## config.mk

```make
export PLATFORM = sky130hd
export DESIGN_NAME = low_power_mode_controller
export DESIGN_NICKNAME = d
export VERILOG_FILES = /design/src/include/lpm_pkg.sv /design/src/design/wake_sync.sv /design/src/design/freq_guard.sv /design/src/design/low_power_mode_controller.sv
export VERILOG_INCLUDE_DIRS = /design/src /design/src/include
export SDC_FILE = /design/constraint.sdc
export NUM_CORES = 1
export LEC_CHECK = 0
export ABC_AREA = 1
export CAP_MARGIN = 20
export CELL_PAD_IN_SITES_DETAIL_PLACEMENT = 0
export CELL_PAD_IN_SITES_GLOBAL_PLACEMENT = 1
export CORE_MARGIN = 5
export CORE_UTILIZATION = 45
export CTS_BUF_LIST = sky130_fd_sc_hd__clkbuf_8
export DETAILED_ROUTE_END_ITERATION = 7
export DONT_BUFFER_PORTS = 1
export PLACE_DENSITY_LB_ADDON = 0.1
export REMOVE_ABC_BUFFERS = 1
export SETUP_SLACK_MARGIN = 0.5
export SLEW_MARGIN = 20
export SYNTH_ARGS = -nofsm -noshare
export SYNTH_HDL_FRONTEND = slang
export SYNTH_HIERARCHICAL = 1
export SYNTH_SLANG_ARGS = --single-unit
```

## constraint.sdc

```tcl
create_clock -name i_clk -period 1.7 [get_ports i_clk]
set_input_delay 0.17 -clock i_clk [delete_from_list [all_inputs] [get_ports i_clk]]
set_output_delay 0.17 -clock i_clk [all_outputs]
set_load 0.01 [all_outputs]
```

## src/include/lpm_defs.svh

```systemverilog
`ifndef LPM_DEFS_SVH
`define LPM_DEFS_SVH

`define OFS_CTRL      8'h00
`define OFS_FREQ      8'h04
`define OFS_STATUS    8'h08
`define OFS_IRQ_STAT  8'h0C
`define OFS_IRQ_MASK  8'h10
`define OFS_WAKE_EN   8'h14

`define CTRL_MODE_LSB  0
`define CTRL_MODE_MSB  2
`define CTRL_LPRUN     3
`define CTRL_RANGE_LSB 4
`define CTRL_RANGE_MSB 5
`define CTRL_SRC_MSI   6
`define CTRL_SLOWI     7
`define CTRL_SLOWX     8

`define MODE_SLEEP      3'h0
`define MODE_LPSLEEP    3'h1
`define MODE_STOP_CAL   3'h2
`define MODE_STOP_NOCAL 3'h3
`define MODE_STBY_CAL   3'h4
`define MODE_STBY_NOCAL 3'h5

`define IRQ_WAKE  0
`define IRQ_LPREF 1
`define IRQ_OVER  2
`define IRQ_PACE  3

`define RANGE_RST   2'h2
`define SRC_MSI_RST 1'h1
`define FREQ_RST    16'h0831

`define LPRUN_MAX_KHZ   131
`define RANGE1_CAP_KHZ  32000
`define RANGE2_CAP_KHZ  16000
`define RANGE3_CAP_KHZ  4000
`define RANGE1_WS_KHZ   16000
`define RANGE2_WS_KHZ   8000
`define RANGE3_WS_KHZ   2100

`define CLK_MHZ         40
`define CLK_NS          (1000 / `CLK_MHZ)
`define STOP_WAKE_NS    8000
`define STOP_WAKE_CYC   (`STOP_WAKE_NS / `CLK_NS)
`define STBY_WAKE_NS    60000
`define STBY_WAKE_CYC   (`STBY_WAKE_NS / `CLK_NS)
`define STEP_GAP_NS     5000
`define STEP_GAP_CYC    ((`STEP_GAP_NS + `CLK_NS - 1) / `CLK_NS)
`define REG_SETTLE_NS   1000
`define REG_SETTLE_CYC  ((`REG_SETTLE_NS + `CLK_NS - 1) / `CLK_NS)

`endif

```

## src/include/lpm_pkg.sv

```systemverilog
package lpm_pkg;

  typedef enum logic [2:0] {ST_RUN, ST_SLEEP, ST_STOP, ST_STBY, ST_WAKE} state_t;

  typedef struct packed {
    logic        ext_reset_pin_n;
    logic        wdg_reset;
    logic [2:0]  wake_pin;
    logic        usb_wake;
    logic        cal_wake;
    logic        tstamp;
    logic        tamper;
    logic [1:0]  cal_alarm;
    logic [1:0]  comp;
    logic        supply_level_detector;
    logic [15:0] ext_interrupt_line;
  } wake_src_t;

  typedef struct packed {
    logic cpu_en;
    logic core_en;
    logic pll_en;
    logic multispeed_osc_en;
    logic fast_internal_osc_en;
    logic fast_crystal_osc_en;
    logic slow_internal_osc_en;
    logic slow_crystal_osc_en;
    logic reg_lp;
    logic reg_off;
    logic core_pwr_off;
  } clk_ctl_t;

  typedef struct packed {
    logic        read;
    logic        write;
    logic [7:0]  address;
    logic [31:0] writedata;
  } av_req_t;

  typedef struct packed {
    state_t      st;
    logic        lp_sleep;
    logic        cal_on;
    logic [2:0]  mode;
    logic        lp_run;
    logic [1:0]  range;
    logic        src_msi;
    logic        slowi_en;
    logic        slowx_en;
    logic [15:0] freq;
    logic [3:0]  irq_stat;
    logic [3:0]  irq_mask;
    wake_src_t   wake_en;
    clk_ctl_t    clk;
    logic        ws;
    logic        irq;
    logic        core_rst;
    logic [11:0] cnt;
    logic        wait_r;
    logic [31:0] rdata;
  } lpm_state_t;

endpackage : lpm_pkg

```

## src/design/wake_sync.sv

```systemverilog
`timescale 1ns/1ps

module wake_sync #(
  parameter int W = 31
) (
  input  wire logic         i_clk,
  input  wire logic         i_rstn,
  input  wire logic [W-1:0] i_async,
  output logic      [W-1:0] o_level,
  output logic      [W-1:0] o_rise
);

  typedef struct packed {
    logic [W-1:0] s1;
    logic [W-1:0] s2;
    logic [W-1:0] s3;
  } sync_t;

  sync_t s_r;
  sync_t s_nxt;

  // s1 feeds only s2; edges are taken from s2/s3
  always_comb begin
    s_nxt    = s_r;
    s_nxt.s1 = i_async;
    s_nxt.s2 = s_r.s1;
    s_nxt.s3 = s_r.s2;
  end

  always_ff @(posedge i_clk or negedge i_rstn) begin
    if (!i_rstn) begin
      s_r <= '0;
    end else begin
      s_r <= s_nxt;
    end
  end

  assign o_level = s_r.s2;

  for (genvar g = 0; g < W; g++) begin : g_rise
    assign o_rise[g] = s_r.s2[g] & ~s_r.s3[g];
  end

endmodule : wake_sync

```

## src/design/freq_guard.sv

```systemverilog
`timescale 1ns/1ps
`include "lpm_defs.svh"

module freq_guard (
  input  wire logic        i_clk,
  input  wire logic        i_rstn,
  input  wire logic [1:0]  i_range,
  input  wire logic        i_src_msi,
  input  wire logic [15:0] i_freq_khz,
  input  wire logic        i_freq_wr,
  input  wire logic [15:0] i_new_khz,
  output logic             o_one_wait_state,
  output logic             o_over_cap,
  output logic             o_pace_err
);

  typedef struct packed {
    logic [7:0] gap;
    logic       ws;
    logic       over;
    logic       pace;
  } guard_t;

  guard_t s_r;
  guard_t s_nxt;

  always_comb begin
    logic [15:0] cap;
    logic [15:0] thr;
    logic        need_msi;
    cap      = 16'(`RANGE3_CAP_KHZ);
    thr      = 16'(`RANGE3_WS_KHZ);
    need_msi = 1'b1;
    s_nxt      = s_r;
    s_nxt.pace = 1'b0;
    // range code 0 is treated as the most restrictive range
    unique case (i_range)
      2'h1: begin
        cap      = 16'(`RANGE1_CAP_KHZ);
        thr      = 16'(`RANGE1_WS_KHZ);
        need_msi = 1'b0;
      end
      2'h2: begin
        cap      = 16'(`RANGE2_CAP_KHZ);
        thr      = 16'(`RANGE2_WS_KHZ);
        need_msi = 1'b0;
      end
      default: ;
    endcase
    s_nxt.ws   = i_freq_khz > thr;
    s_nxt.over = (i_freq_khz > cap) || (need_msi && !i_src_msi);
    if (s_r.gap != 8'h00) begin
      s_nxt.gap = s_r.gap - 8'h01;
    end
    // only flagged: the pacing duty lies with whoever reprograms the clock
    if (i_freq_wr) begin
      s_nxt.gap = 8'(`STEP_GAP_CYC);
      if (s_r.gap != 8'h00 ||
          (i_new_khz > i_freq_khz && {2'b00, i_new_khz} >= {i_freq_khz, 2'b00})) begin
        s_nxt.pace = 1'b1;
      end
    end
  end

  always_ff @(posedge i_clk or negedge i_rstn) begin
    if (!i_rstn) begin
      s_r <= '0;
    end else begin
      s_r <= s_nxt;
    end
  end

  assign o_one_wait_state = s_r.ws;
  assign o_over_cap       = s_r.over;
  assign o_pace_err       = s_r.pace;

endmodule : freq_guard

```

## src/design/low_power_mode_controller.sv

```systemverilog
// The Avalon-MM interface to the registers and the address map were left to the implementer.
`timescale 1ns/1ps
`include "lpm_defs.svh"

module low_power_mode_controller (
  input  wire logic               i_clk,
  input  wire logic               i_rstn,
  input  wire lpm_pkg::av_req_t   i_av,
  output logic [31:0]             o_av_readdata,
  output logic                    o_av_waitrequest,
  input  wire logic               i_cpu_idle,
  input  wire logic               i_periph_evt,
  input  wire logic               i_vref_on,
  input  wire lpm_pkg::wake_src_t i_wake,
  output lpm_pkg::clk_ctl_t       o_clk,
  output logic                    o_one_wait_state,
  output logic                    o_core_rst,
  output logic                    o_irq
);

  localparam int StopWakeMax = `STOP_WAKE_CYC;
  localparam int StbyWakeMax = `STBY_WAKE_CYC;

  lpm_pkg::lpm_state_t s_r;
  lpm_pkg::lpm_state_t s_nxt;
  lpm_pkg::wake_src_t  lvl;
  lpm_pkg::wake_src_t  rise;
  lpm_pkg::wake_src_t  en_rise;
  lpm_pkg::wake_src_t  stop_mask;
  lpm_pkg::wake_src_t  stby_mask;
  logic                stop_hit;
  logic                stby_hit;
  logic                nocal_hit;
  logic                freq_wr;
  logic                g_ws;
  logic                g_over;
  logic                g_pace;

  wake_sync #(
    .W($bits(lpm_pkg::wake_src_t))
  ) u_sync (
    .i_clk   (i_clk),
    .i_rstn  (i_rstn),
    .i_async (i_wake),
    .o_level (lvl),
    .o_rise  (rise)
  );

  assign freq_wr = i_av.write && !s_r.wait_r && (i_av.address == `OFS_FREQ);

  freq_guard u_guard (
    .i_clk            (i_clk),
    .i_rstn           (i_rstn),
    .i_range          (s_r.range),
    .i_src_msi        (s_r.src_msi),
    .i_freq_khz       (s_r.freq),
    .i_freq_wr        (freq_wr),
    .i_new_khz        (i_av.writedata[15:0]),
    .o_one_wait_state (g_ws),
    .o_over_cap       (g_over),
    .o_pace_err       (g_pace)
  );

  // wake source qualification per mode
  always_comb begin
    stop_mask                       = '0;
    stop_mask.ext_interrupt_line    = '1;
    stop_mask.supply_level_detector = 1'b1;
    stop_mask.comp                  = '1;
    stop_mask.usb_wake              = 1'b1;
    stby_mask                       = '0;
    stby_mask.wake_pin              = '1;
    if (s_r.cal_on) begin
      stop_mask.cal_alarm = '1;
      stop_mask.tamper    = 1'b1;
      stop_mask.tstamp    = 1'b1;
      stop_mask.cal_wake  = 1'b1;
      stby_mask.cal_alarm = '1;
      stby_mask.tamper    = 1'b1;
      stby_mask.tstamp    = 1'b1;
      stby_mask.cal_wake  = 1'b1;
    end
    en_rise      = rise & s_r.wake_en;
    // comparator events need the internal reference
    en_rise.comp = en_rise.comp & {2{i_vref_on}};
    stop_hit     = |(en_rise & stop_mask);
    nocal_hit    = !lvl.ext_reset_pin_n || (|en_rise.wake_pin);
    stby_hit     = nocal_hit || (s_r.cal_on && (lvl.wdg_reset || |(en_rise & stby_mask)));
  end

  always_comb begin
    logic [3:0] ev;
    logic       req;
    ev  = 4'h0;
    req = i_av.read || i_av.write;
    s_nxt          = s_r;
    s_nxt.core_rst = 1'b0;

    // avalon slave: one wait cycle, then answer
    if (req && s_r.wait_r) begin
      s_nxt.wait_r = 1'b0;
      case (i_av.address)
        `OFS_CTRL:     s_nxt.rdata = {23'h0, s_r.slowx_en, s_r.slowi_en, s_r.src_msi,
                                      s_r.range, s_r.lp_run, s_r.mode};
        `OFS_FREQ:     s_nxt.rdata = {16'h0, s_r.freq};
        `OFS_STATUS:   s_nxt.rdata = {26'h0, s_r.ws, s_r.clk.reg_lp, s_r.lp_run, s_r.st};
        `OFS_IRQ_STAT: s_nxt.rdata = {28'h0, s_r.irq_stat};
        `OFS_IRQ_MASK: s_nxt.rdata = {28'h0, s_r.irq_mask};
        `OFS_WAKE_EN:  s_nxt.rdata = {2'h0, s_r.wake_en};
        default:       s_nxt.rdata = 32'h0;
      endcase
    end else if (req) begin
      s_nxt.wait_r = 1'b1;
      if (i_av.write) begin
        case (i_av.address)
          `OFS_CTRL: begin
            s_nxt.mode     = i_av.writedata[`CTRL_MODE_MSB:`CTRL_MODE_LSB];
            s_nxt.lp_run   = i_av.writedata[`CTRL_LPRUN];
            s_nxt.range    = i_av.writedata[`CTRL_RANGE_MSB:`CTRL_RANGE_LSB];
            s_nxt.src_msi  = i_av.writedata[`CTRL_SRC_MSI];
            s_nxt.slowi_en = i_av.writedata[`CTRL_SLOWI];
            s_nxt.slowx_en = i_av.writedata[`CTRL_SLOWX];
          end
          `OFS_FREQ:     s_nxt.freq     = i_av.writedata[15:0];
          `OFS_IRQ_STAT: s_nxt.irq_stat = s_r.irq_stat & ~i_av.writedata[3:0];
          `OFS_IRQ_MASK: s_nxt.irq_mask = i_av.writedata[3:0];
          `OFS_WAKE_EN:  s_nxt.wake_en  = i_av.writedata[29:0];
          default: ;
        endcase
      end
    end

    // low-power run only on the lowest multispeed settings
    if (s_nxt.lp_run && (s_nxt.freq > 16'(`LPRUN_MAX_KHZ) || !s_nxt.src_msi)) begin
      s_nxt.lp_run     = 1'b0;
      ev[`IRQ_LPREF]   = 1'b1;
    end
    ev[`IRQ_OVER] = g_over;
    ev[`IRQ_PACE] = g_pace;

    unique case (s_r.st)
      lpm_pkg::ST_RUN: begin
        // the written mode is only entered once the core reports idle
        if (i_cpu_idle) begin
          case (s_r.mode)
            `MODE_SLEEP, `MODE_LPSLEEP: begin
              s_nxt.st       = lpm_pkg::ST_SLEEP;
              s_nxt.lp_sleep = (s_r.mode == `MODE_LPSLEEP);
            end
            `MODE_STOP_CAL, `MODE_STOP_NOCAL: begin
              s_nxt.st     = lpm_pkg::ST_STOP;
              s_nxt.cal_on = (s_r.mode == `MODE_STOP_CAL);
            end
            `MODE_STBY_CAL, `MODE_STBY_NOCAL: begin
              s_nxt.st     = lpm_pkg::ST_STBY;
              s_nxt.cal_on = (s_r.mode == `MODE_STBY_CAL);
            end
            default: ;
          endcase
        end
      end
      lpm_pkg::ST_SLEEP: begin
        if (i_periph_evt || (|en_rise)) begin
          s_nxt.st = lpm_pkg::ST_RUN;
          if (s_r.lp_sleep) begin
            s_nxt.lp_run = 1'b0;
          end
        end
      end
      lpm_pkg::ST_STOP: begin
        if (stop_hit) begin
          s_nxt.st       = lpm_pkg::ST_RUN;
          ev[`IRQ_WAKE]  = 1'b1;
        end
      end
      lpm_pkg::ST_STBY: begin
        if (stby_hit) begin
          s_nxt.st  = lpm_pkg::ST_WAKE;
          s_nxt.cnt = 12'h000;
        end
      end
      lpm_pkg::ST_WAKE: begin
        // core domain lost its contents: restart from reset image, except the wake enables
        if (s_r.cnt == 12'(`REG_SETTLE_CYC - 1)) begin
          s_nxt.st       = lpm_pkg::ST_RUN;
          s_nxt.core_rst = 1'b1;
          s_nxt.mode     = `MODE_SLEEP;
          s_nxt.lp_run   = 1'b0;
          s_nxt.range    = `RANGE_RST;
          s_nxt.src_msi  = `SRC_MSI_RST;
          s_nxt.slowi_en = 1'b0;
          s_nxt.slowx_en = 1'b0;
          s_nxt.freq     = `FREQ_RST;
          s_nxt.irq_mask = 4'h0;
          s_nxt.irq_stat = 4'h0;
          ev[`IRQ_WAKE]  = 1'b1;
        end else begin
          s_nxt.cnt = s_r.cnt + 12'h001;
        end
      end
    endcase

    s_nxt.irq_stat = s_nxt.irq_stat | ev; // set beats a same-cycle clear
    s_nxt.irq      = |(s_nxt.irq_stat & s_nxt.irq_mask);
    s_nxt.ws       = g_ws;

    // clock and regulator plan follows the next state
    s_nxt.clk.cpu_en               = 1'b1;
    s_nxt.clk.core_en              = 1'b1;
    s_nxt.clk.pll_en               = !s_nxt.lp_run;
    s_nxt.clk.multispeed_osc_en    = 1'b1;
    s_nxt.clk.fast_internal_osc_en = !s_nxt.lp_run;
    s_nxt.clk.fast_crystal_osc_en  = !s_nxt.lp_run;
    s_nxt.clk.slow_internal_osc_en = s_nxt.slowi_en;
    s_nxt.clk.slow_crystal_osc_en  = s_nxt.slowx_en;
    s_nxt.clk.reg_lp               = s_nxt.lp_run;
    s_nxt.clk.reg_off              = 1'b0;
    s_nxt.clk.core_pwr_off         = 1'b0;
    unique case (s_nxt.st)
      lpm_pkg::ST_RUN: ;
      lpm_pkg::ST_SLEEP: begin
        s_nxt.clk.cpu_en = 1'b0;
        s_nxt.clk.reg_lp = s_nxt.lp_run || s_nxt.lp_sleep;
      end
      lpm_pkg::ST_STOP, lpm_pkg::ST_STBY, lpm_pkg::ST_WAKE: begin
        s_nxt.clk.cpu_en               = 1'b0;
        s_nxt.clk.core_en              = 1'b0;
        s_nxt.clk.pll_en               = 1'b0;
        s_nxt.clk.multispeed_osc_en    = 1'b0;
        s_nxt.clk.fast_internal_osc_en = 1'b0;
        s_nxt.clk.fast_crystal_osc_en  = 1'b0;
        s_nxt.clk.reg_lp               = (s_nxt.st == lpm_pkg::ST_STOP);
        s_nxt.clk.reg_off              = (s_nxt.st == lpm_pkg::ST_STBY);
        s_nxt.clk.core_pwr_off         = (s_nxt.st == lpm_pkg::ST_STBY);
        if (!s_nxt.cal_on && s_nxt.st != lpm_pkg::ST_WAKE) begin
          s_nxt.clk.slow_internal_osc_en = 1'b0;
          s_nxt.clk.slow_crystal_osc_en  = 1'b0;
        end
      end
    endcase
  end

  always_ff @(posedge i_clk or negedge i_rstn) begin
    if (!i_rstn) begin
      s_r         <= '0;
      s_r.wait_r  <= 1'b1;
      s_r.range   <= `RANGE_RST;
      s_r.src_msi <= `SRC_MSI_RST;
      s_r.freq    <= `FREQ_RST;
    end else begin
      s_r <= s_nxt;
    end
  end

  assign o_av_readdata    = s_r.rdata;
  assign o_av_waitrequest = s_r.wait_r;
  assign o_clk            = s_r.clk;
  assign o_one_wait_state = s_r.ws;
  assign o_core_rst       = s_r.core_rst;
  assign o_irq            = s_r.irq;
endmodule : low_power_mode_controller

```

# Word level (Yosys, flattened, before mapping)
# Index checks and enable logic that the tools add are counted.
# op_classes
n_addsub	2
order_cmp	5
n_eq_ne	24
mux	49
bitwise	69
n_reduce_logical	43
# ops
op	count
$mux W63	3
$pmux W30 S6	1
$reduce_or A30 Y1	3
$mux W33	1
$not A1 Y1	31
$and A1 B1 Y1	30
$and A30 B25 Y30	1
$and A30 B28 Y30	1
$and A30 B30 Y30	1
$mux W30	1
$pmux W15 S2	1
$mux W29	1
$pmux W14 S2	1
$mux W12	2
$pmux W12 S2	1
$eq A3 B2 Y1 const B	6
$ge A16 B18 Y1	1
$eq A8 B4 Y1 const B	2
$eq A8 B5 Y1 const B	2
$gt A16 B14 Y1	1
$gt A16 B15 Y1	1
$gt A16 B16 Y1	1
$gt A16 B8 Y1 const B	1
$mux W16	1
other kinds (37)	97
# word_totals
ff_bits	228
input_bits	77
out_inout_bits	47
word_cells	239

# Logic depth before layout (Yosys ltp)
# depth
depth_word	15
ltp_mapped	17
mapped_depth_nobuf	17

# Cells and area by module
# Netlist, hierarchy kept.
# modules_own_cells
mod	instances	cells_per_inst	area_each_um2	seq_area_each_um2
low_power_mode_controller	1	797	6308.6	3036.7
wake_sync	1	180	2777.7	2252.2
freq_guard	1	263	1816.7	275.3

# Least setup slack after synthesis
# OpenSTA, ideal clock, no wires.
# synth_timing
path_type	reg-to-reg
startpoint	register s_r[117] (netlist name)
endpoint	register u_guard.s_r, in the netlist u_guard/o_over_cap
setup_time_ns	0.083
t_arrival_ns	1.773
t_required_ns	1.617
path_slack_ns	-0.155
path_stages_with_launch	9
n_path_buf	0
synth_period_minus_slack_ns	1.855
cell_sequence	dfstp_2 > ha_1 > ha_1 > inv_1 > nor4_1 > o211ai_1 > nand3_1 > nand2_1 > o21ai_0
# synth_lines
item	line_no	source
start: declaration	low_power_mode_controller.sv:24	lpm_pkg::lpm_state_t s_r;
start signal: assignment	low_power_mode_controller.sv:251	s_r <= s_nxt;
end signal: assignment	freq_guard.sv:69	s_r <= s_nxt;
end: declaration	freq_guard.sv:24	guard_t s_r;

==> impl_results.md <==
* Placed cell count at 1602
* First-pass GRT wire length at 48020 microns
* Hold Slack at -0.6602 ns
* Die width at 164.2 microns
* Final setup fails at 50
* Outcome: finished with violations
* Antenna-violating nets left at 0
* Fmax at 0.5355 GHz
* Fin nets at 1580
* Rel. slew slack at 19.07%
* Per-cell routed wire length at 17.63 microns
* DP HPWL at 19950 microns
* Vias at 8931
* Tmin final at 1.867 ns
* Cell Rows at 56
* Overflow after GRT at 0
* CTS tree: yes
* Number of fill cells in the layout at 1896
* Max VDD drop at 0.8482 mV
* Final Hold Viols at 222
* H-tree Lvls at 2
* Final wirelength at 31750 microns
* Unrepaired setup endpoints after global routing: yes
* Syn Area/Cell at 8.822 sq um
* Number of global-route vias before repair at 9012
* DP Area at 11690 sq um
* Area of the multi-input gates at 5458 sq um
* RR Startpoint: s_r[117]$_DFF_PN1_
* Vias per cell at 4.959
* Internal reg-to-reg setup slack at -0.17 ns
* Worst Hold Class: in -> async
* CTS sink cnt at 222
* Static Leak at 7.667 nW
* FF/Latch Area at 5575 sq um
* Worst setup SP type: register
* Fin. max-slew vios at 0
* Input/output buffers at 0
* Worst EP required at 2.15 ns
* Root Buffer: clkbuf_8
* CTS Buf Count at 40
* Worst slew pin tran at 1.213 ns
* Final Worst Setup Slack at -0.1675 ns
* Post-Layout Inst Area at 15680 sq um
* Failing checks: negative hold slack, negative setup slack
* Initial antenna violation count at 0
* Non-filler instance count after layout at 1801
* Post-cts hold buffer count at 64
* Critical path class: reg -> reg
* Share of layout cells above drive strength 1 at 42.44%
* Ports at 124
* Die Ht at 164.2 microns
* Area of the mapped netlist at 10690 sq um
* Die ar. at 26950 sq um
* Critical-path maximum fanout at 7
* Post-Syn Instances at 1212
* Register-to-Register Path Depth at 8
* Max Cap Violations at 0
* Residual DRC at 0
* CP Capture Type: register
* Initial DRC count at 478
* Power per cell area at 976.9 nW/um^2
* Crit path DAT at 2.32 ns
* Clk buf depth at 3
* GP Congestion at 0.8693
* Worst-skew pair later-pin latency at 0.54 ns
* Crit. Startpoint: s_r[117]$_DFF_PN1_
* Final period utilization at 109.9%
* Largest net degree at the start of global routing at 223
* Reg clk slew, reported paths at 0.06 ns
* Power, Total at 0.01531 W
* Area delta synth->final at 46.61%
* Core area at 23400 sq um
* Initial Util at 45.69%
* Worst Skew at 0.02335 ns
* TritonRoute pass-1 iters at 7
* Total global-route track usage at 22.73%
* Yosys Warn Count at 6
* Diodes inserted at 0
## stage by stage
step	setup TNS (ns)	worst slack [ns]	utilization [%]
after floorplan	-34.44	-0.8131	-
after global placement	-5.693	-0.3068	49.94
after detailed placement	-6.476	-0.3274	49.94
after CTS	-1.658	-0.1512	61.66
after global routing	-6.793	-0.2630	66.99
final	-2.626	-0.1675	66.99
## worst max-delay path, stage by stage, from the launching register on
cell	delay, ns
dfstp_2	0.56
ha_4	0.24
ha_4	0.28
inv_2	0.04
nor4_4	0.27
o211ai_1	0.13
nand3_1	0.11
nand2_1	0.06
o21ai_1	0.07
## placed cells by master (no fill, tap or decap), types with 4 or more instances in the layout
master / count
clkbuf_16: 4
nand3_2: 13
dfstp_2: 7
nor2_2: 52
o21ai_1: 17
a211oi_1: 5
o211ai_1: 6
nand2_2: 61
o21ai_0: 12
dfrtp_1: 206
nand3_1: 28
ha_4: 9
mux2_4: 5
a21oi_1: 28
buf_6: 41
buf_8: 4
inv_1: 161
nor3_1: 9
dlygate4sd3_1: 64
nand2_1: 174
o31ai_4: 10
o21ai_2: 20
a21oi_2: 31
nand3_4: 4
clkbuf_8: 54
inv_4: 6
nor2_4: 43
nor3_2: 8
buf_12: 9
dfrtp_2: 9
buf_16: 7
nor2_1: 61
o22ai_2: 5
inv_2: 23
ha_1: 40
buf_4: 135
nand4_1: 18
clkinv_2: 6
nand2_4: 33
## area by class of cell
| cell class | instances | share of cell area [%] |
|---|---|---|
| repair buffers | 264 | 16.90 |
| well taps | 319 | 2.546 |
| multi-input cells | 740 | 34.82 |
| clock inverters | 18 | 0.9099 |
| flip-flops and latches | 222 | 35.57 |
| inverters | 184 | 4.525 |
| clock buffers | 54 | 4.741 |
## layer usage
| layer | vias up | wire length, microns | global-route usage, % |
|---|---|---|---|
| met1 | 4317 | 13860 | 30.41 |
| met2 | 217 | 15450 | 37.56 |
| met3 | 63 | 1489 | 4.291 |
| li1 | 4334 | - | - |
| met4 | 0 | 948 | 7.205 |
| met5 | - | 0 | 0 |
## state kept, by name, indices dropped and copies added (netlist names)
| signal | count |
|---|---|
| o_core_rst | 1 |
| u_sync/o_level | 30 |
| s_r | 80 |
| u_guard/s_r | 8 |
| u_guard/o_one_wait_state | 1 |
| o_av_readdata | 30 |
| u_guard/o_over_cap | 1 |
| o_clk | 7 |
| u_sync/s_nxt | 30 |
| u_sync/s_r | 30 |
| u_guard/o_pace_err | 1 |
| o_irq | 1 |
| o_av_waitrequest | 1 |
| o_one_wait_state | 1 |
## worst paths after layout
path,to
worst max-delay path,u_guard/o_over_cap$_DFF_PN0_
worst min-delay path,u_sync/s_nxt[52]$_DFF_PN0_
worst max register to register,u_guard/o_over_cap$_DFF_PN0_
max in group asynchronous,s_r[117]$_DFF_PN1_
min in group i_clk,s_r[93]$_DFF_PN0_
worst min register to register,u_sync/o_level[13]$_DFF_PN0_
## power breakdown
group / total (W) / switching, W / internal (W)
Clock: 0.00543 / 0.00227 / 0.00316
Sequential: 0.00612 / 0.000392 / 0.00573
Combinational: 0.00376 / 0.00199 / 0.00177
## repair_timing
action	CTS	global route
pin swaps	66	84
buffers inserted	30	22
gates resized for setup	236	255
endpoints found under the setup margin	134	136
gates cloned	5	6
hold endpoints to repair	306	223
Note: power is estimated with default switching activity, not from simulation.
